===== config.mk =====
export PLATFORM = sky130hd
export DESIGN_NAME = eqac_top
export DESIGN_NICKNAME = d
export VERILOG_FILES = /design/src/hdl/eqac_pkg.sv /design/src/hdl/eqac_tmr_if.sv /design/src/hdl/eqac_top.sv /design/src/hdl/eqac_step_timer.sv
export VERILOG_INCLUDE_DIRS = /design/src /design/src/hdl
export SDC_FILE = /design/constraint.sdc
export NUM_CORES = 1
export LEC_CHECK = 0
export ABC_AREA = 1
export BUFFER_PORTS_ARGS = -buffer_cell sky130_fd_sc_hd__buf_2
export CAP_MARGIN = 20
export CORE_AREA = 2 2 134 136
export CTS_CLUSTER_DIAMETER = 40
export DETAILED_ROUTE_END_ITERATION = 7
export DIE_AREA = 0 0 136 138
export SETUP_SLACK_MARGIN = 0.02
export SLEW_MARGIN = 10
export SYNTH_ARGS = -nofsm -noshare
export SYNTH_HDL_FRONTEND = slang
export SYNTH_HIERARCHICAL = 1
export SYNTH_SLANG_ARGS = --single-unit

===== constraint.sdc =====
create_clock -name pclk -period 3.6 [get_ports pclk]
set_input_delay 0.18 -clock pclk [delete_from_list [all_inputs] [get_ports pclk]]
set_output_delay 0.18 -clock pclk [all_outputs]
set_load 0.02 [all_outputs]

===== src/hdl/eqac_regs.svh =====
/*
 * Register map, field positions, reset values and timing constants
 * for the equalizer adaptation control block.
 * Assumes an APB slave with 32-bit data and one aligned word per register.
 */
`ifndef EQAC_REGS_SVH
`define EQAC_REGS_SVH

// ****************************************************************
// Register indices; byte address is four times the index
// ****************************************************************
`define EQAC_IDX_DEBUG 8'hD0
`define EQAC_IDX_CTL2 8'hD2
`define EQAC_IDX_STATUS 8'hD3
`define EQAC_IDX_BYPASS 8'hD4
`define EQAC_IDX_MINMAX 8'hD5

// ****************************************************************
// Reset values
// ****************************************************************
`define EQAC_RST_CTL2 8'h84
`define EQAC_RST_BYPASS 8'h60
`define EQAC_RST_MINMAX 8'hF8

// ****************************************************************
// Field positions
// ****************************************************************
`define EQAC_DEBUG_SELFTEST 5
`define EQAC_CTL2_WAIT_LSB 5
`define EQAC_CTL2_FIRSTLOCK 4
`define EQAC_CTL2_RESTART 3
`define EQAC_CTL2_FLOOR 2
`define EQAC_BYP_HIGH_LSB 5
`define EQAC_BYP_LOCKMODE 4
`define EQAC_BYP_LOW_LSB 1
`define EQAC_BYP_DISABLE 0
`define EQAC_MM_CAP_LSB 4
`define EQAC_MM_FLOOR_LSB 0

// ****************************************************************
// Timing: shortest step wait, doubled per code step
// ****************************************************************
`define EQAC_WAIT_BASE_NS 164000
`define EQAC_CLK_PERIOD_NS 10
`define EQAC_WAIT_BASE_CYCLES ((`EQAC_WAIT_BASE_NS + `EQAC_CLK_PERIOD_NS - 1) / `EQAC_CLK_PERIOD_NS)
`define EQAC_TMR_W 24

`endif


===== src/hdl/eqac_pkg.sv =====
/*
 * Types for the equalizer adaptation control block.
 * Assumes eqac_regs.svh is on the include path.
 */
`include "eqac_regs.svh"

package eqac_pkg;

    // ****************************************************************
    // Adaptation sequencer states, one-hot
    // ****************************************************************
    typedef enum logic [3:0] {
        EQAC_ST_BYPASS = 4'h1,  // Manual setting in force
        EQAC_ST_START = 4'h2,   // Load starting setting
        EQAC_ST_WAIT = 4'h4,    // Wait for lock at a setting
        EQAC_ST_LOCKED = 4'h8   // Adaptation complete
    } eqac_state_type;

    // ****************************************************************
    // Whole state of the top module
    // ****************************************************************
    typedef struct packed {
        logic [1:0] sync1;           // First stage, bit1 self-test, bit0 lock
        logic [1:0] sync2;           // Second stage
        logic [1:0] sync3;           // Third stage
        logic [1:0] filt;            // Accepted input levels
        logic [2:0] wait_code;       // Step wait selector
        logic first_lock_mode;       // Restart at zero on first lock
        logic floor_en;              // Start from floor value
        logic restart_pend;          // Restart request, self-clearing
        logic adapt_dis;             // Manual bypass
        logic [2:0] man_high;        // Manual setting bits 5..3
        logic lock_mode;             // Lock waits for adaptation
        logic [2:0] man_low;         // Manual setting bits 2..0
        logic [3:0] cap;             // Highest adaptive setting
        logic [3:0] floor_val;       // Floor starting setting
        logic [5:0] setting;         // Current equalizer setting
        eqac_state_type state;       // Sequencer state
        logic first_lock_seen;       // First lock already handled
        logic zero_start;            // Next start forced to zero
        logic rlock;                 // Reported lock
        logic [31:0] prdata;         // Captured read data
    } eqac_top_state_type;

    // ****************************************************************
    // Whole state of the step timer
    // ****************************************************************
    typedef struct packed {
        logic [`EQAC_TMR_W-1:0] count;  // Cycles spent at this step
        logic expired;                  // One-cycle expiry pulse
    } eqac_tmr_state_type;

endpackage : eqac_pkg


===== src/hdl/eqac_tmr_if.sv =====
/*
 * Carrier between the sequencer and its step timer.
 * Assumes both ends run on the same clock.
 */
`timescale 1ns/1ps
`default_nettype none

interface eqac_tmr_if;
    logic hold;        // Keep timer cleared
    logic [2:0] code;  // Wait selector
    logic expired;     // One-cycle pulse at end of wait

    modport ctrl (output hold, output code, input expired);
    modport tmr (input hold, input code, output expired);
endinterface : eqac_tmr_if

`default_nettype wire


===== src/hdl/eqac_top.sv =====
/*
 * Equalizer adaptation control: APB registers, input synchronisers,
 * adaptation sequencer and reported lock for one receive port.
 * Assumes an APB master on pclk, a lock detector level and a remote
 * self-test level arriving from outside the clock domain.
 */
`timescale 1ns/1ps
`default_nettype none
`include "eqac_regs.svh"

module eqac_top #(
    parameter int unsigned WAIT_BASE_CYCLES = `EQAC_WAIT_BASE_CYCLES
) (
    input wire logic pclk,
    input wire logic presetn,
    input wire logic psel,
    input wire logic penable,
    input wire logic pwrite,
    input wire logic [11:0] paddr,
    input wire logic [31:0] pwdata,
    output logic [31:0] prdata,
    output logic pready,
    output logic pslverr,
    input wire logic rx_lock_raw,
    input wire logic remote_selftest_raw,
    output logic [5:0] eq_setting,
    output logic rx_lock_reported,
    output logic adapt_done
);

    // ****************************************************************
    // Elaboration checks
    // ****************************************************************

    // A zero base would make one step run the whole counter range
    initial begin
        if (WAIT_BASE_CYCLES < 1) begin
            $error("eqac_top: WAIT_BASE_CYCLES must be at least one");
        end
    end

    // ****************************************************************
    // Declarations
    // ****************************************************************
    eqac_pkg::eqac_top_state_type r_reg;   // All state
    eqac_pkg::eqac_top_state_type r_next;  // Next state
    eqac_tmr_if tif ();                    // Timer carrier
    logic setup;                           // APB setup cycle
    logic wr_take;                         // Write takes effect
    logic mapped;                          // Address hits a register
    logic lock_now;                        // Accepted lock level
    logic selftest_now;                    // Accepted self-test level
    logic [5:0] start_value;               // Adaptive starting setting
    logic [5:0] cap_value;                 // Adaptive ceiling

    // ****************************************************************
    // Address decode
    // ****************************************************************

    // True when the byte address selects register index idx
    function automatic logic hit(input logic [11:0] addr, input logic [7:0] idx);
        hit = (addr == {2'b00, idx, 2'b00});
    endfunction : hit

    // Unmapped addresses answer with an error
    always_comb begin
        mapped = hit(paddr, `EQAC_IDX_DEBUG) || hit(paddr, `EQAC_IDX_CTL2) ||
                 hit(paddr, `EQAC_IDX_STATUS) || hit(paddr, `EQAC_IDX_BYPASS) ||
                 hit(paddr, `EQAC_IDX_MINMAX);
    end

    // ****************************************************************
    // Bus handshake
    // ****************************************************************

    // Read data is captured in setup, so access never needs a wait
    assign setup = psel && !penable;
    assign pready = psel && penable;
    assign pslverr = psel && penable && !mapped;
    assign wr_take = psel && penable && pwrite && mapped;
    assign prdata = r_reg.prdata;

    // ****************************************************************
    // Derived values
    // ****************************************************************
    assign lock_now = r_reg.filt[0];
    assign selftest_now = r_reg.filt[1];
    assign cap_value = {2'b00, r_reg.cap};

    // Floor or zero, never above the ceiling
    always_comb begin
        start_value = 6'h00;
        if (r_reg.floor_en && !r_reg.zero_start) begin
            start_value = {2'b00, r_reg.floor_val};
        end
        if (start_value > cap_value) begin
            start_value = cap_value;
        end
    end

    // ****************************************************************
    // Step timer
    // ****************************************************************

    // Timer runs only while waiting for lock
    assign tif.hold = (r_reg.state != eqac_pkg::EQAC_ST_WAIT);
    assign tif.code = r_reg.wait_code;

    eqac_step_timer #(
        .WAIT_BASE_CYCLES(WAIT_BASE_CYCLES)
    ) u_timer (
        .pclk(pclk),
        .presetn(presetn),
        .tif(tif)
    );

    // ****************************************************************
    // Next-state logic
    // ****************************************************************
    always_comb begin
        r_next = r_reg;

        // Synchronisers; first stage feeds only the second
        r_next.sync1 = {remote_selftest_raw, rx_lock_raw};
        r_next.sync2 = r_reg.sync1;
        r_next.sync3 = r_reg.sync2;
        for (int i = 0; i < 2; i++) begin
            // Accept a level once two stages agree
            if (r_reg.sync2[i] == r_reg.sync3[i]) begin
                r_next.filt[i] = r_reg.sync2[i];
            end
        end

        // Register writes
        if (wr_take) begin
            if (hit(paddr, `EQAC_IDX_CTL2)) begin
                r_next.wait_code = pwdata[`EQAC_CTL2_WAIT_LSB +: 3];
                r_next.first_lock_mode = pwdata[`EQAC_CTL2_FIRSTLOCK];
                r_next.floor_en = pwdata[`EQAC_CTL2_FLOOR];
            end
            if (hit(paddr, `EQAC_IDX_BYPASS)) begin
                r_next.man_high = pwdata[`EQAC_BYP_HIGH_LSB +: 3];
                r_next.lock_mode = pwdata[`EQAC_BYP_LOCKMODE];
                r_next.man_low = pwdata[`EQAC_BYP_LOW_LSB +: 3];
                r_next.adapt_dis = pwdata[`EQAC_BYP_DISABLE];
            end
            if (hit(paddr, `EQAC_IDX_MINMAX)) begin
                r_next.cap = pwdata[`EQAC_MM_CAP_LSB +: 4];
                r_next.floor_val = pwdata[`EQAC_MM_FLOOR_LSB +: 4];
            end
        end

        // Adaptation sequencer
        unique case (r_reg.state)
            eqac_pkg::EQAC_ST_BYPASS: begin
                // Manual value from the two fields
                r_next.setting = {r_reg.man_high, r_reg.man_low};
                if (!r_reg.adapt_dis) begin
                    r_next.state = eqac_pkg::EQAC_ST_START;
                end
            end
            eqac_pkg::EQAC_ST_START: begin
                // Load the starting point and begin waiting
                r_next.setting = start_value;
                r_next.zero_start = 1'b0;
                r_next.state = eqac_pkg::EQAC_ST_WAIT;
            end
            eqac_pkg::EQAC_ST_WAIT: begin
                if (lock_now) begin
                    if (r_reg.first_lock_mode && !r_reg.first_lock_seen) begin
                        // First lock discarded; redo from zero
                        r_next.first_lock_seen = 1'b1;
                        r_next.zero_start = 1'b1;
                        r_next.state = eqac_pkg::EQAC_ST_START;
                    end else begin
                        // Lock accepted at the current setting
                        r_next.first_lock_seen = 1'b1;
                        r_next.state = eqac_pkg::EQAC_ST_LOCKED;
                    end
                end else if (tif.expired) begin
                    if (r_reg.setting >= cap_value) begin
                        // Ceiling reached; sweep again from the start
                        r_next.state = eqac_pkg::EQAC_ST_START;
                    end else begin
                        // No lock in time; one step up
                        r_next.setting = r_reg.setting + 6'h01;
                    end
                end
            end
            eqac_pkg::EQAC_ST_LOCKED: begin
                // Lost lock starts a fresh adaptation
                if (!lock_now) begin
                    r_next.state = eqac_pkg::EQAC_ST_START;
                end
            end
        endcase

        // Restart request consumed at once; a new write wins over clear
        if (r_reg.restart_pend) begin
            r_next.restart_pend = 1'b0;
            r_next.first_lock_seen = 1'b0;
            r_next.zero_start = 1'b0;
            r_next.state = eqac_pkg::EQAC_ST_START;
        end
        if (wr_take && hit(paddr, `EQAC_IDX_CTL2) && pwdata[`EQAC_CTL2_RESTART]) begin
            r_next.restart_pend = 1'b1;
        end

        // Bypass overrides everything, taking effect next cycle
        if (r_reg.adapt_dis) begin
            r_next.state = eqac_pkg::EQAC_ST_BYPASS;
            r_next.setting = {r_reg.man_high, r_reg.man_low};
        end

        // Reported lock, optionally gated by adaptation done or bypass
        if (r_reg.lock_mode) begin
            r_next.rlock = lock_now && (r_reg.state == eqac_pkg::EQAC_ST_LOCKED ||
                                        r_reg.state == eqac_pkg::EQAC_ST_BYPASS);
        end else begin
            r_next.rlock = lock_now;
        end

        // Read data captured during setup; reserved bits read zero
        if (setup) begin
            r_next.prdata = 32'h0000_0000;
            if (hit(paddr, `EQAC_IDX_DEBUG)) begin
                r_next.prdata[`EQAC_DEBUG_SELFTEST] = selftest_now;
            end
            if (hit(paddr, `EQAC_IDX_CTL2)) begin
                r_next.prdata[`EQAC_CTL2_WAIT_LSB +: 3] = r_reg.wait_code;
                r_next.prdata[`EQAC_CTL2_FIRSTLOCK] = r_reg.first_lock_mode;
                r_next.prdata[`EQAC_CTL2_RESTART] = r_reg.restart_pend;
                r_next.prdata[`EQAC_CTL2_FLOOR] = r_reg.floor_en;
            end
            if (hit(paddr, `EQAC_IDX_STATUS)) begin
                r_next.prdata[5:0] = r_reg.setting;
            end
            if (hit(paddr, `EQAC_IDX_BYPASS)) begin
                r_next.prdata[`EQAC_BYP_HIGH_LSB +: 3] = r_reg.man_high;
                r_next.prdata[`EQAC_BYP_LOCKMODE] = r_reg.lock_mode;
                r_next.prdata[`EQAC_BYP_LOW_LSB +: 3] = r_reg.man_low;
                r_next.prdata[`EQAC_BYP_DISABLE] = r_reg.adapt_dis;
            end
            if (hit(paddr, `EQAC_IDX_MINMAX)) begin
                r_next.prdata[`EQAC_MM_CAP_LSB +: 4] = r_reg.cap;
                r_next.prdata[`EQAC_MM_FLOOR_LSB +: 4] = r_reg.floor_val;
            end
        end
    end

    // ****************************************************************
    // State register
    // ****************************************************************

    // Reset loads field defaults; the sequencer starts fresh
    always_ff @(posedge pclk or negedge presetn) begin
        if (!presetn) begin
            r_reg <= '0;
            r_reg.wait_code <= 3'h4;
            r_reg.floor_en <= 1'b1;
            r_reg.man_high <= 3'h3;
            r_reg.man_low <= 3'h0;
            r_reg.cap <= 4'hF;
            r_reg.floor_val <= 4'h8;
            r_reg.setting <= 6'h00;
            r_reg.state <= eqac_pkg::EQAC_ST_START;
        end else begin
            r_reg <= r_next;
        end
    end

    // ****************************************************************
    // Outputs
    // ****************************************************************
    assign eq_setting = r_reg.setting;
    assign rx_lock_reported = r_reg.rlock;
    assign adapt_done = (r_reg.state == eqac_pkg::EQAC_ST_LOCKED);

endmodule : eqac_top

`default_nettype wire


===== src/hdl/eqac_step_timer.sv =====
/*
 * Step wait timer: pulses once every base << code cycles while running.
 * Assumes a single clock and the carrier interface eqac_tmr_if.
 */
`timescale 1ns/1ps
`default_nettype none
`include "eqac_regs.svh"

module eqac_step_timer #(
    parameter int unsigned WAIT_BASE_CYCLES = `EQAC_WAIT_BASE_CYCLES
) (
    input wire logic pclk,
    input wire logic presetn,
    eqac_tmr_if.tmr tif
);

    // Longest wait must fit the counter
    initial begin
        if (WAIT_BASE_CYCLES < 1 || (64'(WAIT_BASE_CYCLES) << 7) >= (64'd1 << `EQAC_TMR_W)) begin
            $error("eqac_step_timer: WAIT_BASE_CYCLES out of range");
        end
    end

    eqac_pkg::eqac_tmr_state_type r_reg;
    eqac_pkg::eqac_tmr_state_type r_next;
    logic [`EQAC_TMR_W-1:0] limit;  // Cycles of one step

    // Doubling per code keeps the divider to a shift
    assign limit = `EQAC_TMR_W'(WAIT_BASE_CYCLES) << tif.code;

    // ****************************************************************
    // Counting
    // ****************************************************************
    always_comb begin
        r_next = r_reg;
        r_next.expired = 1'b0;
        if (tif.hold) begin
            // Held cleared outside the wait state
            r_next.count = '0;
        end else if (r_reg.count == limit - `EQAC_TMR_W'(1)) begin
            // Reload so each step waits the full time again
            r_next.count = '0;
            r_next.expired = 1'b1;
        end else begin
            r_next.count = r_reg.count + `EQAC_TMR_W'(1);
        end
    end

    // Registered state
    always_ff @(posedge pclk or negedge presetn) begin
        if (!presetn) begin
            r_reg <= '0;
        end else begin
            r_reg <= r_next;
        end
    end

    assign tif.expired = r_reg.expired;

endmodule : eqac_step_timer

`default_nettype wire


# ---- Yosys cells after proc, flatten, opt, wreduce, memory -nomap -nowiden
# Cells that the tools add are included.
dict set report classes {
  addsub 3
  n_lt_le_gt_ge 2
  eq_ne 21
  n_shift 1
  mux 29
  n_reduce_logical 30
}
# cell count
set op_table {}
lappend op_table {{$eq 12x10->1 const B} 5}
lappend op_table {{$mux 24} 2}
lappend op_table {{$mux 6} 6}
lappend op_table {{$add 24x1->24 const B} 1}
lappend op_table {{$eq 24x24->1} 1}
lappend op_table {{$shl 15x3->24 const A} 1}
lappend op_table {{$sub 24x1->24 const B} 1}
lappend op_table {{$mux 10} 2}
lappend op_table {{$mux 4} 5}
lappend op_table {{$pmux 6 s3} 1}
lappend op_table {{$mux 8} 2}
lappend op_table {{$pmux 4 s4} 1}
lappend op_table {{$ne 3x3->1 const B} 4}
lappend op_table {{$logic_and 1x1->1} 10}
lappend op_table {{$reduce_and 2->1} 4}
lappend op_table {{$mux 1} 7}
lappend op_table {{$add 6x1->6 const B} 1}
lappend op_table {{$ge 6x4->1} 1}
lappend op_table {{$gt 6x4->1} 1}
lappend op_table {{$reduce_and 3->1} 2}
lappend op_table {{$logic_or 1x1->1} 5}
lappend op_table {{$mux 5} 1}
lappend op_table {{$ne 5x4->1 const B} 1}
lappend op_table {{$ne 5x5->1 const B} 1}
lappend op_table {{other kinds (15)} 20}
dict set report totals {
  register_bits 76
  inputBits 51
}

# ---- Depth between registers and ports, before layout
# Gate-level depths: netlist of the first run.
dict set report logic_depth {
  ltp_word 9
  mapped_depth 14
}

# ---- By module
# The synthesis of the first run kept the hierarchy.
# module instances cells_each area_per_inst_um2 seq_area_each_um2
set modules_own_cells {}
lappend modules_own_cells {eqac_top 1 407 3218.1 1288.7}
lappend modules_own_cells {eqac_step_timer 1 306 1875.5 625.6}

# ---- Least setup slack after synthesis of the first run
# Ideal clock, no wire load.
dict set report synth_path {
  path_kind {register -> register}
  startpoint {register r_reg[62] in the netlist's numbering}
  endpoint {register r_reg, in the netlist eq_setting[0]}
  setup_ns 0.116
  arrival_time_ns 1.577
  required_time_ns 3.484
  slack_ns 1.907
  stages_incl_launch_ff 14
  n_path_buf 0
  synth_period_minus_slack_ns 1.693
  cell_sequence {dfstp_2 nand2_1 nor2_1 ha_1 nand2_1 nand2_1 nand2_1 nand2_1 nand2_1 nand2_1 o211ai_1 nand2_1 nand2_1 nand2_1}
}
dict set report synth_via {
  elab_chain_cells 6
}
# element line
set synth_rtl {}
lappend synth_rtl {{from (decl)} eqac_top.sv:45} ;# eqac_pkg::eqac_top_state_type r_reg;
lappend synth_rtl {{from (signal assigned)} eqac_top.sv:268} ;# r_reg <= r_next;
lappend synth_rtl {{$logic_and 1x1->1 (*)} eqac_top.sv:93} ;# if (r_reg.floor_en && !r_reg.zero_start) begin
lappend synth_rtl {{$mux 4 (*)} eqac_top.sv:93}
lappend synth_rtl {{$gt 6x4->1} eqac_top.sv:96} ;# if (start_value > cap_value) begin
lappend synth_rtl {{$mux 6 (*)} eqac_top.sv:96}
lappend synth_rtl {{$pmux 6 s3 (*)} eqac_top.sv:154} ;# unique case (r_reg.state)
lappend synth_rtl {{$mux 10 (*)} eqac_top.sv:210} ;# if (r_reg.adapt_dis) begin
# Every way passes the cells marked *; elsewhere a longest branch is shown, timed or not.
# A chain may end at the register's enable or synchronous reset.

==> results of run 1 <==
synth_stat cells:
| cell type | number | share of area (%) |
|---|---|---|
| sky130_fd_sc_hd__a21oi_1 | 15 | 1.5 |
| sky130_fd_sc_hd__a22oi_1 | 2 | 0.29 |
| sky130_fd_sc_hd__a31oi_1 | 2 | 0.25 |
| sky130_fd_sc_hd__buf_2 | 1 | 0.098 |
| sky130_fd_sc_hd__buf_4 | 40 | 5.9 |
| sky130_fd_sc_hd__buf_6 | 4 | 0.88 |
| sky130_fd_sc_hd__clkbuf_1 | 3 | 0.22 |
| sky130_fd_sc_hd__conb_1 | 1 | 0.074 |
| sky130_fd_sc_hd__dfrtp_1 | 66 | 32 |
| sky130_fd_sc_hd__dfstp_2 | 10 | 5.2 |
| sky130_fd_sc_hd__ha_1 | 10 | 2.5 |
| sky130_fd_sc_hd__inv_1 | 92 | 6.8 |
| sky130_fd_sc_hd__inv_2 | 4 | 0.29 |
| sky130_fd_sc_hd__maj3_1 | 2 | 0.39 |
| sky130_fd_sc_hd__nand2_1 | 204 | 15 |
| sky130_fd_sc_hd__nand2_2 | 4 | 0.49 |
| sky130_fd_sc_hd__nand2_4 | 1 | 0.22 |
| sky130_fd_sc_hd__nand3_1 | 60 | 5.9 |
| sky130_fd_sc_hd__nand3_2 | 3 | 0.59 |
| sky130_fd_sc_hd__nand3_4 | 3 | 1.0 |
| sky130_fd_sc_hd__nand4_1 | 9 | 1.1 |
| sky130_fd_sc_hd__nand4_2 | 1 | 0.25 |
| sky130_fd_sc_hd__nand4_4 | 2 | 0.84 |
| sky130_fd_sc_hd__nor2_1 | 82 | 6.0 |
| sky130_fd_sc_hd__nor2_2 | 4 | 0.49 |
| sky130_fd_sc_hd__nor2_4 | 5 | 1.1 |
| sky130_fd_sc_hd__nor3_1 | 11 | 1.1 |
| sky130_fd_sc_hd__nor3_2 | 3 | 0.59 |
| sky130_fd_sc_hd__o211ai_1 | 5 | 0.74 |
| sky130_fd_sc_hd__o21ai_0 | 29 | 2.8 |
| sky130_fd_sc_hd__o21ai_1 | 11 | 1.1 |
| sky130_fd_sc_hd__o21ai_2 | 14 | 2.4 |
| sky130_fd_sc_hd__o21bai_1 | 2 | 0.29 |
| sky130_fd_sc_hd__or2_2 | 4 | 0.49 |
| sky130_fd_sc_hd__xor2_1 | 4 | 0.69 |
per-layer routing:
layer	GRT usage [%]	wire [µm]
met5	0	0
met4	4.71	194
met3	2.90	469
met2	22.6	5980
met1	17.2	5510
placed cells by master (no fill, tap or decap), types with 11 or more instances in the layout:
cell type / synthesis / routed
sky130_fd_sc_hd__a21oi_1: 15 / 15
sky130_fd_sc_hd__buf_2: 1 / 43
sky130_fd_sc_hd__conb_1: 1 / 24
sky130_fd_sc_hd__dfrtp_1: 66 / 66
sky130_fd_sc_hd__inv_1: 92 / 92
sky130_fd_sc_hd__nand2_1: 204 / 204
sky130_fd_sc_hd__nand3_1: 60 / 60
sky130_fd_sc_hd__nor2_1: 82 / 82
sky130_fd_sc_hd__nor3_1: 11 / 11
sky130_fd_sc_hd__o21ai_0: 29 / 29
sky130_fd_sc_hd__o21ai_1: 11 / 11
sky130_fd_sc_hd__o21ai_2: 14 / 14
critical path, stage by stage, from the launching register on:
cell and delay (ns):
sky130_fd_sc_hd__dfstp_2 0.70, sky130_fd_sc_hd__inv_1 0.20, sky130_fd_sc_hd__o21ai_0 0.27, sky130_fd_sc_hd__nand3_1 0.11, sky130_fd_sc_hd__nor2_1 0.11, sky130_fd_sc_hd__nand2_1 0.10
sky130_fd_sc_hd__nor2_4 0.46, sky130_fd_sc_hd__nor2_1 0.09
logic make-up after synthesis:
| group | after synthesis | synth area share [%] |
|---|---|---|
| AND/OR/NAND/NOR | 396 | 35.2 |
| buffers and inverters | 144 | 14.2 |
| AO/OA/AOI/OAI | 80 | 9.38 |
| flip-flops | 76 | 37.6 |
| adder cells (fa/ha/maj) | 12 | 2.85 |
| XOR/XNOR | 4 | 0.688 |
| other | 1 | 0.0736 |
layout make-up:
| class | instances | share of cell area [%] |
|---|---|---|
| timing repair buffer | 48 | 4.89 |
| multi-input combinational | 516 | 44.4 |
| inverter | 96 | 6.29 |
| tap | 229 | 5.00 |
| clock inverter | 7 | 2.14 |
| clock buffer | 9 | 3.93 |
| sequential | 76 | 33.4 |
power groups by stage:
stage          clock network [mW]  registers (mW)  logic (mW)
2_1_floorplan                   0           0.968       0.447
3_3_place_gp                    0           0.986       0.545
3_5_place_dp                    0           0.988       0.553
4_1_cts                      1.08           0.973       0.557
5_1_grt                      1.12           0.981       0.631
6_report                     1.06           0.972       0.555
path summary, 6_finish.rpt:
kind,startpoint,end,slack [ns],cells after the start
setup / recovery,tif.code[2],u_timer/r_reg[18],1.42,7
hold / removal,pwdata[1],r_reg[53],0.12,3
setup reg to reg,tif.code[2],u_timer/r_reg[18],1.42,7
hold reg to reg,r_next[71],r_next[69],0.35,0
max in group asynchronous,presetn,r_reg[36],2.74,3
min in group asynchronous,presetn,prdata[0],0.24,2
what timing repair did:
item                      in CTS  in global routing
hold endpoints to repair       2                 13
gates resized for setup        0                  0
hold buffers                   2                  1
==> impl_metrics.csv, run 1 <==
group,metric,value,unit
floorplan,die_area,18800,µm²
finish,final_cell_count_no_fill,981,
logic_synthesis,ys_types,35,
worst_hold_path,worstHoldPathType,"primary input to flip-flop",
finish,num-fill-cells,1962,
logic_synthesis,synth_cells,713,
drt,vias_per_cell,4.53,
power_and_ir_drop,p_clk_share,41.0,%
power_and_ir_drop,power_density,451,nW/µm²
sta,finalClockSkew,0.00289,ns
logic_synthesis,syn-cell-area,5090,µm²
floorplan,io_pins,93,
finish,drive_gt1_share,15.8,%
place,dpl.hpwl,9200,µm
drt,drt-pass1-iter-count,5,
global_route,global_route_wire_length_before_repair,20400,µm
finish,multi_input_area,2540,µm²
status,outcome,"finished, final reports clean",
place,dpl.cell_count,961,
floorplan,core_area,17500,µm²
sta,final.period_utilization,60.5,%
floorplan,chipWidth,136,µm
power_and_ir_drop,power.internal,1.76,mW
drt,detail-route-antenna-nets,0,
sta,tns,0,ns
global_route,grt_util_all_layers,13.5,%
cts,cts-htree-levels,3,
logic_synthesis,synth_register_bits,76,
sta,slew-limit-headroom,52.8,%
finish,final_cell_area,5730,µm²
cts,cts_made_buffers,9,
finish,flow.area_growth_from_synthesis,12.6,%
power_and_ir_drop,total_leakage_power,2.84,nW
cts,clockBufferDepth,2,
global_route,grt_remaining_overflow,0,
floorplan,die_y,138,µm
logic_synthesis,portion_of_the_post_synthesis_area_used_by_sequential_elements,37.6,%
drt,post_drt_wl_per_cell,12.4,µm
critical_path,class_of_the_most_critical_setup_path,"flip-flop to flip-flop",
cts,clock_insertion_delay_worst_skew,0.33,ns
cts,postCtsSetupBuffers,0,
sta,rsz0062_at_grt,"false",
place,place_ws,1.41,ns
global_route,grt_pass1_vias,4214,
finish,nNetsFinal,808,
cts,sinks_on_the_clock_net,76,
global_route,largest_net_degree_at_the_start_of_global_routing,77,
run,max_cap_viol_count,0,
finish,finalCoreUtilization,32.7,%
sta,maxSlewViolCount,0,
power_and_ir_drop,total_power,2.59,mW
global_route,antenna_found_initial,0,
finish,register_area,1910,µm²
critical_path,cp_max_fo,18,
cts,path_clk_slew,0.06,ns
critical_path,crit_required,3.80,ns
logic_synthesis,synth-warning-count,6,
power_and_ir_drop,pwr-share-seq,37.6,%
critical_path,setup.worst_path.end_class,"flip-flop",
critical_path,crit_path_start_kind,"flip-flop",
place,routabilityCongestion,0.863,
logic_synthesis,post_synth.cell_area_avg,7.14,µm²
sta,period_minus_slack,2.18,ns
place,numPortBuffers,44,
drt,remaining_drcs,0,
sta,fin_ws,1.42,ns
floorplan,rows,49,
sta,final-setup-viol-count,0,
sta,hold_slack_final,0.123,ns
power_and_ir_drop,vdd_drop_max,0.321,mV
drt,detailedRoute.firstIterationViolations,291,
sta,max_freq,0.459,GHz
drt,drt-total-wl,12200,µm
drt,num_vias,4440,
floorplan,initial_utilization,29.0,%
place,dpl-instance-area,5330,µm²
sta,pin_slew_with_the_least_headroom_to_its_limit,0.703,ns
sta,report.final.hold_viol_count,0,
cts,cts.root.buffer_cell,"sky130_fd_sc_hd__clkbuf_16",
cts,cts_tree,"built",
power_and_ir_drop,netSwitchingFraction,32.0,%
finish,antenna_cells,0,
power_and_ir_drop,switchingPower,827,µW
critical_path,crit_arrival,2.38,ns
power_and_ir_drop,share_comb_of_total_power,21.4,%
(Power assumes the default switching activity.)
==> run 2: changes to the inputs <==
--- a/config.mk
+++ b/config.mk
@@ -6,13 +6,13 @@
 export SDC_FILE = /design/constraint.sdc
 export NUM_CORES = 1
 export LEC_CHECK = 0
-export ABC_AREA = 1
+export ABC_AREA = 0
 export BUFFER_PORTS_ARGS = -buffer_cell sky130_fd_sc_hd__buf_2
 export CAP_MARGIN = 20
-export CORE_AREA = 2 2 134 136
+export CORE_AREA = 2 2 127 129
 export CTS_CLUSTER_DIAMETER = 40
 export DETAILED_ROUTE_END_ITERATION = 7
-export DIE_AREA = 0 0 136 138
+export DIE_AREA = 0 0 129 131
 export SETUP_SLACK_MARGIN = 0.02
 export SLEW_MARGIN = 10
 export SYNTH_ARGS = -nofsm -noshare
==> constraint.sdc (replaced) <==
create_clock -name pclk -period 1.8 [get_ports pclk]
set_input_delay 0.09 -clock pclk [delete_from_list [all_inputs] [get_ports pclk]]
set_output_delay 0.09 -clock pclk [all_outputs]
set_load 0.02 [all_outputs]
==> run 2 against run 1 <==
  * The flow now finishes with violations (negative setup slack)
  * Maximum frequency down 0.30%
  * Synthesized cell count down 32%
  * Non-clock buffer count up 72
  * Register-to-register slack worse by 1.8 ns
  * Global-route usage up 1.0 points
  * Synthesized area down 9.9%
  * Critical path type unchanged
  * Largest cell class unchanged
  * Largest power group is now sequential cells
==> impl_metrics.csv, run 2 <==
group,metric,value,unit
floorplan,core_area,15600,µm²
critical_path,crit_path_start_kind,"flip-flop",
global_route,largest_net_degree_at_the_start_of_global_routing,41,
cts,cts_tree,"built",
cts,sinks_on_the_clock_net,76,
drt,post_drt_wl_per_cell,15.6,µm
sta,finalClockSkew,0.00721,ns
sta,rsz0062_at_grt,"true",
floorplan,initial_utilization,29.4,%
power_and_ir_drop,vdd_drop_max,0.518,mV
worst_hold_path,worstHoldPathType,"primary input to flip-flop",
logic_synthesis,synth_cells,483,
cts,cts_made_buffers,9,
logic_synthesis,ys_types,65,
logic_synthesis,syn-cell-area,4590,µm²
logic_synthesis,synth-main-ff-cell,"sky130_fd_sc_hd__dfrtp_1",
floorplan,die_area,16900,µm²
finish,antenna_cells,0,
critical_path,critical_path.reg2reg.endpoint,"eq_setting[1]",
sta,final.period_utilization,121,%
sta,report.final.hold_viol_count,0,
logic_synthesis,postSynth.asyncResetShare,100,%
floorplan,die_y,131,µm
drt,num_vias,3828,
cts,clock_insertion_delay_worst_skew,0.34,ns
logic_synthesis,post_synth.cell_area_avg,9.50,µm²
logic_synthesis,synth_register_bits,76,
finish,flow.area_growth_from_synthesis,32.8,%
sta,fin_ws,-0.386,ns
place,numPortBuffers,44,
drt,detail-route-antenna-nets,0,
cts,clockBufferDepth,2,
critical_path,crit_arrival,2.45,ns
run,max_cap_viol_count,0,
worst_hold_path,timing.hold.worst_path_depth,2,
finish,nNetsFinal,638,
power_and_ir_drop,power_density,918,nW/µm²
sta,final-setup-viol-count,28,
place,place_ws,-0.412,ns
worst_hold_path,min_to,"r_reg[53]",
global_route,grt_util_all_layers,14.6,%
status,violations,"negative setup slack",
logic_synthesis,synth.area.top_cells,"sky130_fd_sc_hd__dfrtp_1 (36%), sky130_fd_sc_hd__buf_4 (6.9%), sky130_fd_sc_hd__dfstp_2 (5.7%)",
critical_path,class_of_the_most_critical_setup_path,"flip-flop to flip-flop",
drt,drt-total-wl,12500,µm
logic_synthesis,yosysTopAreaCellShare,36.0,%
floorplan,io_pins,93,
cts,cts-htree-levels,3,
logic_synthesis,synthTopCellsByCount,"sky130_fd_sc_hd__dfrtp_1 (66), sky130_fd_sc_hd__buf_4 (42), sky130_fd_sc_hd__nand2_1 (35)",
finish,mostFrequentLayoutCell,"sky130_fd_sc_hd__dfrtp_1",
power_and_ir_drop,total_leakage_power,2.69,nW
floorplan,chipWidth,129,µm
critical_path,cp_max_fo,5,
place,routabilityCongestion,0.889,
logic_synthesis,synth-edff-count,0,
worst_hold_path,holdCritStartpoint,"pwdata[1]",
finish,most-common-layout-cells,"sky130_fd_sc_hd__dfrtp_1 (64), sky130_fd_sc_hd__buf_4 (63), sky130_fd_sc_hd__buf_2 (43)",
drt,drt-pass1-iter-count,5,
critical_path,crit_required,2.07,ns
logic_synthesis,portion_of_the_post_synthesis_area_used_by_sequential_elements,41.7,%
cts,cts.root.buffer_cell,"sky130_fd_sc_hd__clkbuf_16",
logic_synthesis,synth_largest_area_cell,"sky130_fd_sc_hd__dfrtp_1",
place,dpl.hpwl,8800,µm
cts,path_clk_slew,0.06,ns
finish,drive_gt1_share,39.0,%
global_route,global_route_wire_length_before_repair,19000,µm
sta,max_freq,0.458,GHz
drt,detailedRoute.firstIterationViolations,210,
sta,maxSlewViolCount,0,
global_route,grt_remaining_overflow,0,
floorplan,rows,46,
critical_path,r2r_cells,8,
status,outcome,"finished with violations",
global_route,grt_pass1_vias,3682,
global_route,antenna_found_initial,0,
logic_synthesis,synth-warning-count,6,
finish,finalCoreUtilization,39.1,%
drt,vias_per_cell,4.80,
drt,remaining_drcs,0,
critical_path,setup.worst_path.end_class,"flip-flop",
critical_path,rrSetupSlack,-0.39,ns
critical_path,r2r_path_start,"cap_value[1]",
logic_synthesis,yosysMostFrequentCell,"sky130_fd_sc_hd__dfrtp_1",
sta,period_minus_slack,2.19,ns
-- run 2: cell count changes after synthesis, sizes merged, moves of 9 or more --
cell and change:
mux2 +20, o21ai -27, a21oi +10, and2 +9, nor3 +14, nand2b +11
nand3 -53, nand2 -174, inv -84, nor2 -57, xor2 +15
-- run 2: kinds of logic after synthesis --
family,Yosys count,share of synthesized area (%)
AOI/OAI and AO/OA,97,13.7
xor gates and xnor gates,26,4.96
adders and majority gates,12,3.16
buffers and inverters,72,9.54
DFF,76,41.7
muxes,23,5.56
other,1,0.0817
and+or+nand+nor,176,21.3
-- run 2: layout make-up --
cell class                      instances  area (µm²)
Clock buffer                           11         253
Tap cell                              216         270
Inverter                               12        45.0
Multi-Input combinational cell        358        2650
Sequential cell                        76        1920
Timing Repair Buffer                  120         906
Fill cell                            1520        9500
Clock inverter                          5        60.1
-- run 2: stage by stage --
stage          area (µm²)  TNS (ns)  hold WS, ns  power [mW]  std cells
6_report             6100     -3.88       0.0303        5.59        798
5_1_grt              6100     -5.67       0.0154        5.89        798
4_1_cts              5810     -3.16       0.0109        5.52        794
3_5_place_dp         5290     -3.77     -0.00153        3.53        764
3_3_place_gp         5290     -3.45     -0.00887        3.50        764
2_1_floorplan        4700     -1.62       -0.206        3.02        506
-- run 2: repair_timing --
action / CTS / global route
endpoints found under the setup margin: 28 / 29
endpoints found under the hold margin: 70 / 0
hold buffers: 5 / 0
gates cloned: 1 / 2
buffers inserted: 8 / 4
pin swaps: 9 / 23
resized for setup: 23 / 47
-- run 2: worst max path at each step --
| stage | start | to | slack, ns | cells past startpoint |
|---|---|---|---|---|
| 5_1_grt | cap_value[1] | eq_setting[0] | -0.46 | 8 |
| 3_5_place_dp | cap_value[1] | eq_setting[1] | -0.41 | 8 |
| 2_1_floorplan | r_reg[62] | eq_setting[3] | -0.29 | 8 |
| 4_1_cts | cap_value[1] | eq_setting[4] | -0.36 | 8 |
| 6_report | cap_value[1] | eq_setting[1] | -0.39 | 8 |
| 3_3_place_gp | cap_value[1] | eq_setting[0] | -0.37 | 8 |
-- run 2: report_power, final --
| part | internal, mW | switching, mW |
|---|---|---|
| registers | 1.83 | 0.118 |
| clock network | 1.15 | 0.737 |
| logic | 0.724 | 1.03 |
| total | 3.71 | 1.89 |
-- run 2: worst max-delay path, stage by stage (launching register included) --
cell and delay, ns:
sky130_fd_sc_hd__dfstp_2 0.54, sky130_fd_sc_hd__inv_2 0.05, sky130_fd_sc_hd__ha_4 0.15, sky130_fd_sc_hd__or3b_4 0.40
sky130_fd_sc_hd__a2111o_1 0.41, sky130_fd_sc_hd__a21oi_4 0.22, sky130_fd_sc_hd__or2_4 0.16, sky130_fd_sc_hd__nor2_1 0.04
sky130_fd_sc_hd__a31oi_1 0.14
-- run 2: metal layers --
| metal | up-vias | wire (µm) | GRT usage (%) |
|---|---|---|---|
| met5 | - | 0 | 0 |
| met4 | 0 | 138 | 3.84 |
| met3 | 12 | 464 | 4.56 |
| met2 | 92 | 6310 | 24.3 |
| met1 | 1879 | 5550 | 18.4 |
| li1 | 1845 | - | - |
==> run 3: changes to the inputs <==
--- a/config.mk
+++ b/config.mk
@@ -9,10 +9,10 @@
 export ABC_AREA = 0
 export BUFFER_PORTS_ARGS = -buffer_cell sky130_fd_sc_hd__buf_2
 export CAP_MARGIN = 20
-export CORE_AREA = 2 2 127 129
+export CORE_AREA = 2 2 151 109
 export CTS_CLUSTER_DIAMETER = 40
 export DETAILED_ROUTE_END_ITERATION = 7
-export DIE_AREA = 0 0 129 131
+export DIE_AREA = 0 0 153 111
 export SETUP_SLACK_MARGIN = 0.02
 export SLEW_MARGIN = 10
 export SYNTH_ARGS = -nofsm -noshare
==> run 3 against run 2 <==
  * The flow still finishes with violations (negative setup slack)
  * Routed wire length grew 10%
  * Non-clock buffer count is 10 higher
  * Clock skew grew 0.0023 ns
  * Sequential power is essentially flat
  * Largest cell class unchanged
  * Highest routed layer unchanged
==> impl_metrics.csv, run 3 (synthesis results as in run 2) <==
group,metric,value,unit
finish,most-common-layout-cells,"sky130_fd_sc_hd__dfrtp_1 (65), sky130_fd_sc_hd__buf_4 (64), sky130_fd_sc_hd__buf_2 (43)",
place,dpl.hpwl,9660,µm
sta,final.period_utilization,127,%
sta,period_minus_slack,2.28,ns
power_and_ir_drop,share_comb_of_total_power,31.5,%
cts,clockBufferDepth,2,
drt,drt-pass1-iter-count,5,
worst_hold_path,worstHoldPathType,"primary input to flip-flop",
sta,tns,-6.67,ns
finish,flow.area_growth_from_synthesis,36.2,%
drt,post_drt_wl_per_cell,17.2,µm
cts,cts-htree-levels,3,
finish,finalCoreUtilization,39.7,%
power_and_ir_drop,power.internal,3.84,mW
drt,vias_per_cell,5.04,
cts,path_clk_slew,0.07,ns
drt,drt-total-wl,13700,µm
place,routabilityCongestion,0.878,
power_and_ir_drop,netSwitchingFraction,34.2,%
floorplan,initial_utilization,29.1,%
sta,rsz0062_at_grt,"true",
critical_path,crit_arrival,2.50,ns
global_route,grt_remaining_overflow,0,
cts,clock_insertion_delay_worst_skew,0.35,ns
sta,report.final.hold_viol_count,0,
sta,max_freq,0.438,GHz
status,violations,"negative setup slack",
floorplan,io_pins,93,
critical_path,critical-path-max-stage-delay,0.54,ns
floorplan,core_area,15800,µm²
sta,pin_slew_with_the_least_headroom_to_its_limit,0.562,ns
cts,cts_made_buffers,9,
critical_path,crit_required,2.01,ns
finish,nNetsFinal,648,
power_and_ir_drop,p_clk_share,34.9,%
sta,fin_ws,-0.485,ns
finish,mostFrequentLayoutCell,"sky130_fd_sc_hd__dfrtp_1",
critical_path,crit_path_top_delay_cell,"sky130_fd_sc_hd__dfstp_2",
global_route,grt_util_all_layers,16.0,%
cts,sinks_on_the_clock_net,76,
drt,num_vias,4015,
floorplan,rows,39,
critical_path,setup.worst_path.end_class,"flip-flop",
critical_path,crit_chain,"nor2b_4 > and2_4 > ha_4 > nor2b_4 > o211ai_1 > a21oi_4 > buf_6 > mux2_2 > nand2_1 > a31oi_1",
power_and_ir_drop,switchingPower,2.00,mW
global_route,global_route_wire_length_before_repair,21500,µm
global_route,antenna_found_initial,0,
sta,maxSlewViolCount,0,
run,max_cap_viol_count,0,
cts,cts_tree,"built",
critical_path,class_of_the_most_critical_setup_path,"flip-flop to flip-flop",
drt,detailedRoute.firstIterationViolations,335,
power_and_ir_drop,vdd_drop_max,0.373,mV
floorplan,die_y,111,µm
cts,cts.root.buffer_cell,"sky130_fd_sc_hd__clkbuf_16",
global_route,grt_pass1_vias,4006,
drt,detail-route-antenna-nets,0,
critical_path,crit_path_start_kind,"flip-flop",
finish,antenna_cells,0,
power_and_ir_drop,total_leakage_power,2.77,nW
power_and_ir_drop,power_density,935,nW/µm²
status,outcome,"finished with violations",
floorplan,chipWidth,153,µm
sta,final-setup-viol-count,28,
floorplan,die_area,17000,µm²
place,numPortBuffers,44,
sta,slew-limit-headroom,62.5,%
finish,drive_gt1_share,40.2,%
sta,finalClockSkew,0.00956,ns
place,dpl-instance-area,5310,µm²
global_route,largest_net_degree_at_the_start_of_global_routing,41,
critical_path,cp_max_fo,4,
place,place_ws,-0.429,ns
drt,remaining_drcs,0,
finish,final_cell_area,6250,µm²
critical_path,crit_top_cell,"sky130_fd_sc_hd__nor2b_4",
power_and_ir_drop,pwr-share-seq,33.6,%
==> run 3: cell count changes in the layout (fill, tap and decap cells not counted), moves of 2 or more <==
cell,change
sky130_fd_sc_hd__buf_6,+10
sky130_fd_sc_hd__nor3_2,-6
sky130_fd_sc_hd__nor3_4,+5
sky130_fd_sc_hd__a21oi_1,-3
sky130_fd_sc_hd__o21ai_1,-3
sky130_fd_sc_hd__a21oi_2,+2
sky130_fd_sc_hd__and2_1,-2
sky130_fd_sc_hd__and2_4,+2
sky130_fd_sc_hd__inv_2,-2
sky130_fd_sc_hd__inv_6,+2
sky130_fd_sc_hd__nor2_2,-2
sky130_fd_sc_hd__o21ai_0,+2
==> run 3: timing repair <==
item / CTS / global route
endpoints found under the hold margin: 40 / 0
hold buffers: 5 / 0
setup buffers: 10 / 6
gates cloned: 2 / 1
pin swaps: 13 / 31
resized for setup: 37 / 52
endpoints found under the setup margin: 28 / 29
==> run 3: critical path, delay by kind of cell, from the launching register on <==
family	cells	cell delay, ns
adder cells (fa/ha/maj)	1	0.20
AND/OR/NAND/NOR	4	0.53
flip-flops	1	0.54
buffers and inverters	1	0.13
AO/OA/AOI/OAI	3	0.50
multiplexers	1	0.26
==> run 3: layout make-up <==
class                   instances  area [µm²]
fillers                      1521        9510
multi-input cells             358        2690
flip-flops and latches         76        1920
repair buffers                130        1010
well taps                     205         256
clock buffers                  10         239
clock inverters                 6        93.8
inverters                      12        47.5
==> run 3: per-stage QoR <==
| step | total power [mW] | hold WS, ns | instances |
|---|---|---|---|
| global route | 6.12 | 0.0195 | 797 |
| global placement | 3.49 | 0.110 | 759 |
| detailed placement | 3.55 | 0.123 | 759 |
| floorplan | 3.02 | -0.206 | 506 |
| CTS | 5.68 | 0.0177 | 792 |
| finish | 5.85 | 0.0306 | 797 |
==> run 3: power groups by stage <==
| stage | clock [mW] | combinational, mW | sequential, mW |
|---|---|---|---|
| after detailed placement | 0 | 1.56 | 1.99 |
| after global routing | 2.16 | 1.98 | 1.98 |
| after global placement | 0 | 1.51 | 1.98 |
| final | 2.04 | 1.84 | 1.96 |
| after floorplan | 0 | 1.03 | 1.98 |
| after CTS | 2.08 | 1.64 | 1.96 |
==> run 3: routing by layer <==
| metal | routed length (µm) | vias to the layer above | part of all wire (%) | global-route usage (%) |
|---|---|---|---|---|
| li1 | - | 1872 | - | - |
| met1 | 6500 | 1987 | 47 | 22.7 |
| met2 | 6090 | 143 | 44 | 23.9 |
| met3 | 969 | 13 | 7.1 | 4.34 |
| met4 | 159 | 0 | 1.2 | 4.51 |
| met5 | 0 | - | 0 | 0 |
==> run 3: worst paths after layout <==
| path | cells after the start | start | slack [ns] | to |
|---|---|---|---|---|
| max | 10 | r_reg[62] | -0.48 | eq_setting[1] |
| min | 3 | pwdata[5] | 0.03 | cap_value[1] |
| max reg2reg | 10 | r_reg[62] | -0.48 | eq_setting[1] |
| min reg2reg | 0 | r_next[71] | 0.35 | r_next[69] |
| max in group asynchronous | 3 | presetn | 0.84 | cap_value[2] |
| min in group asynchronous | 2 | presetn | 0.28 | eq_setting[2] |
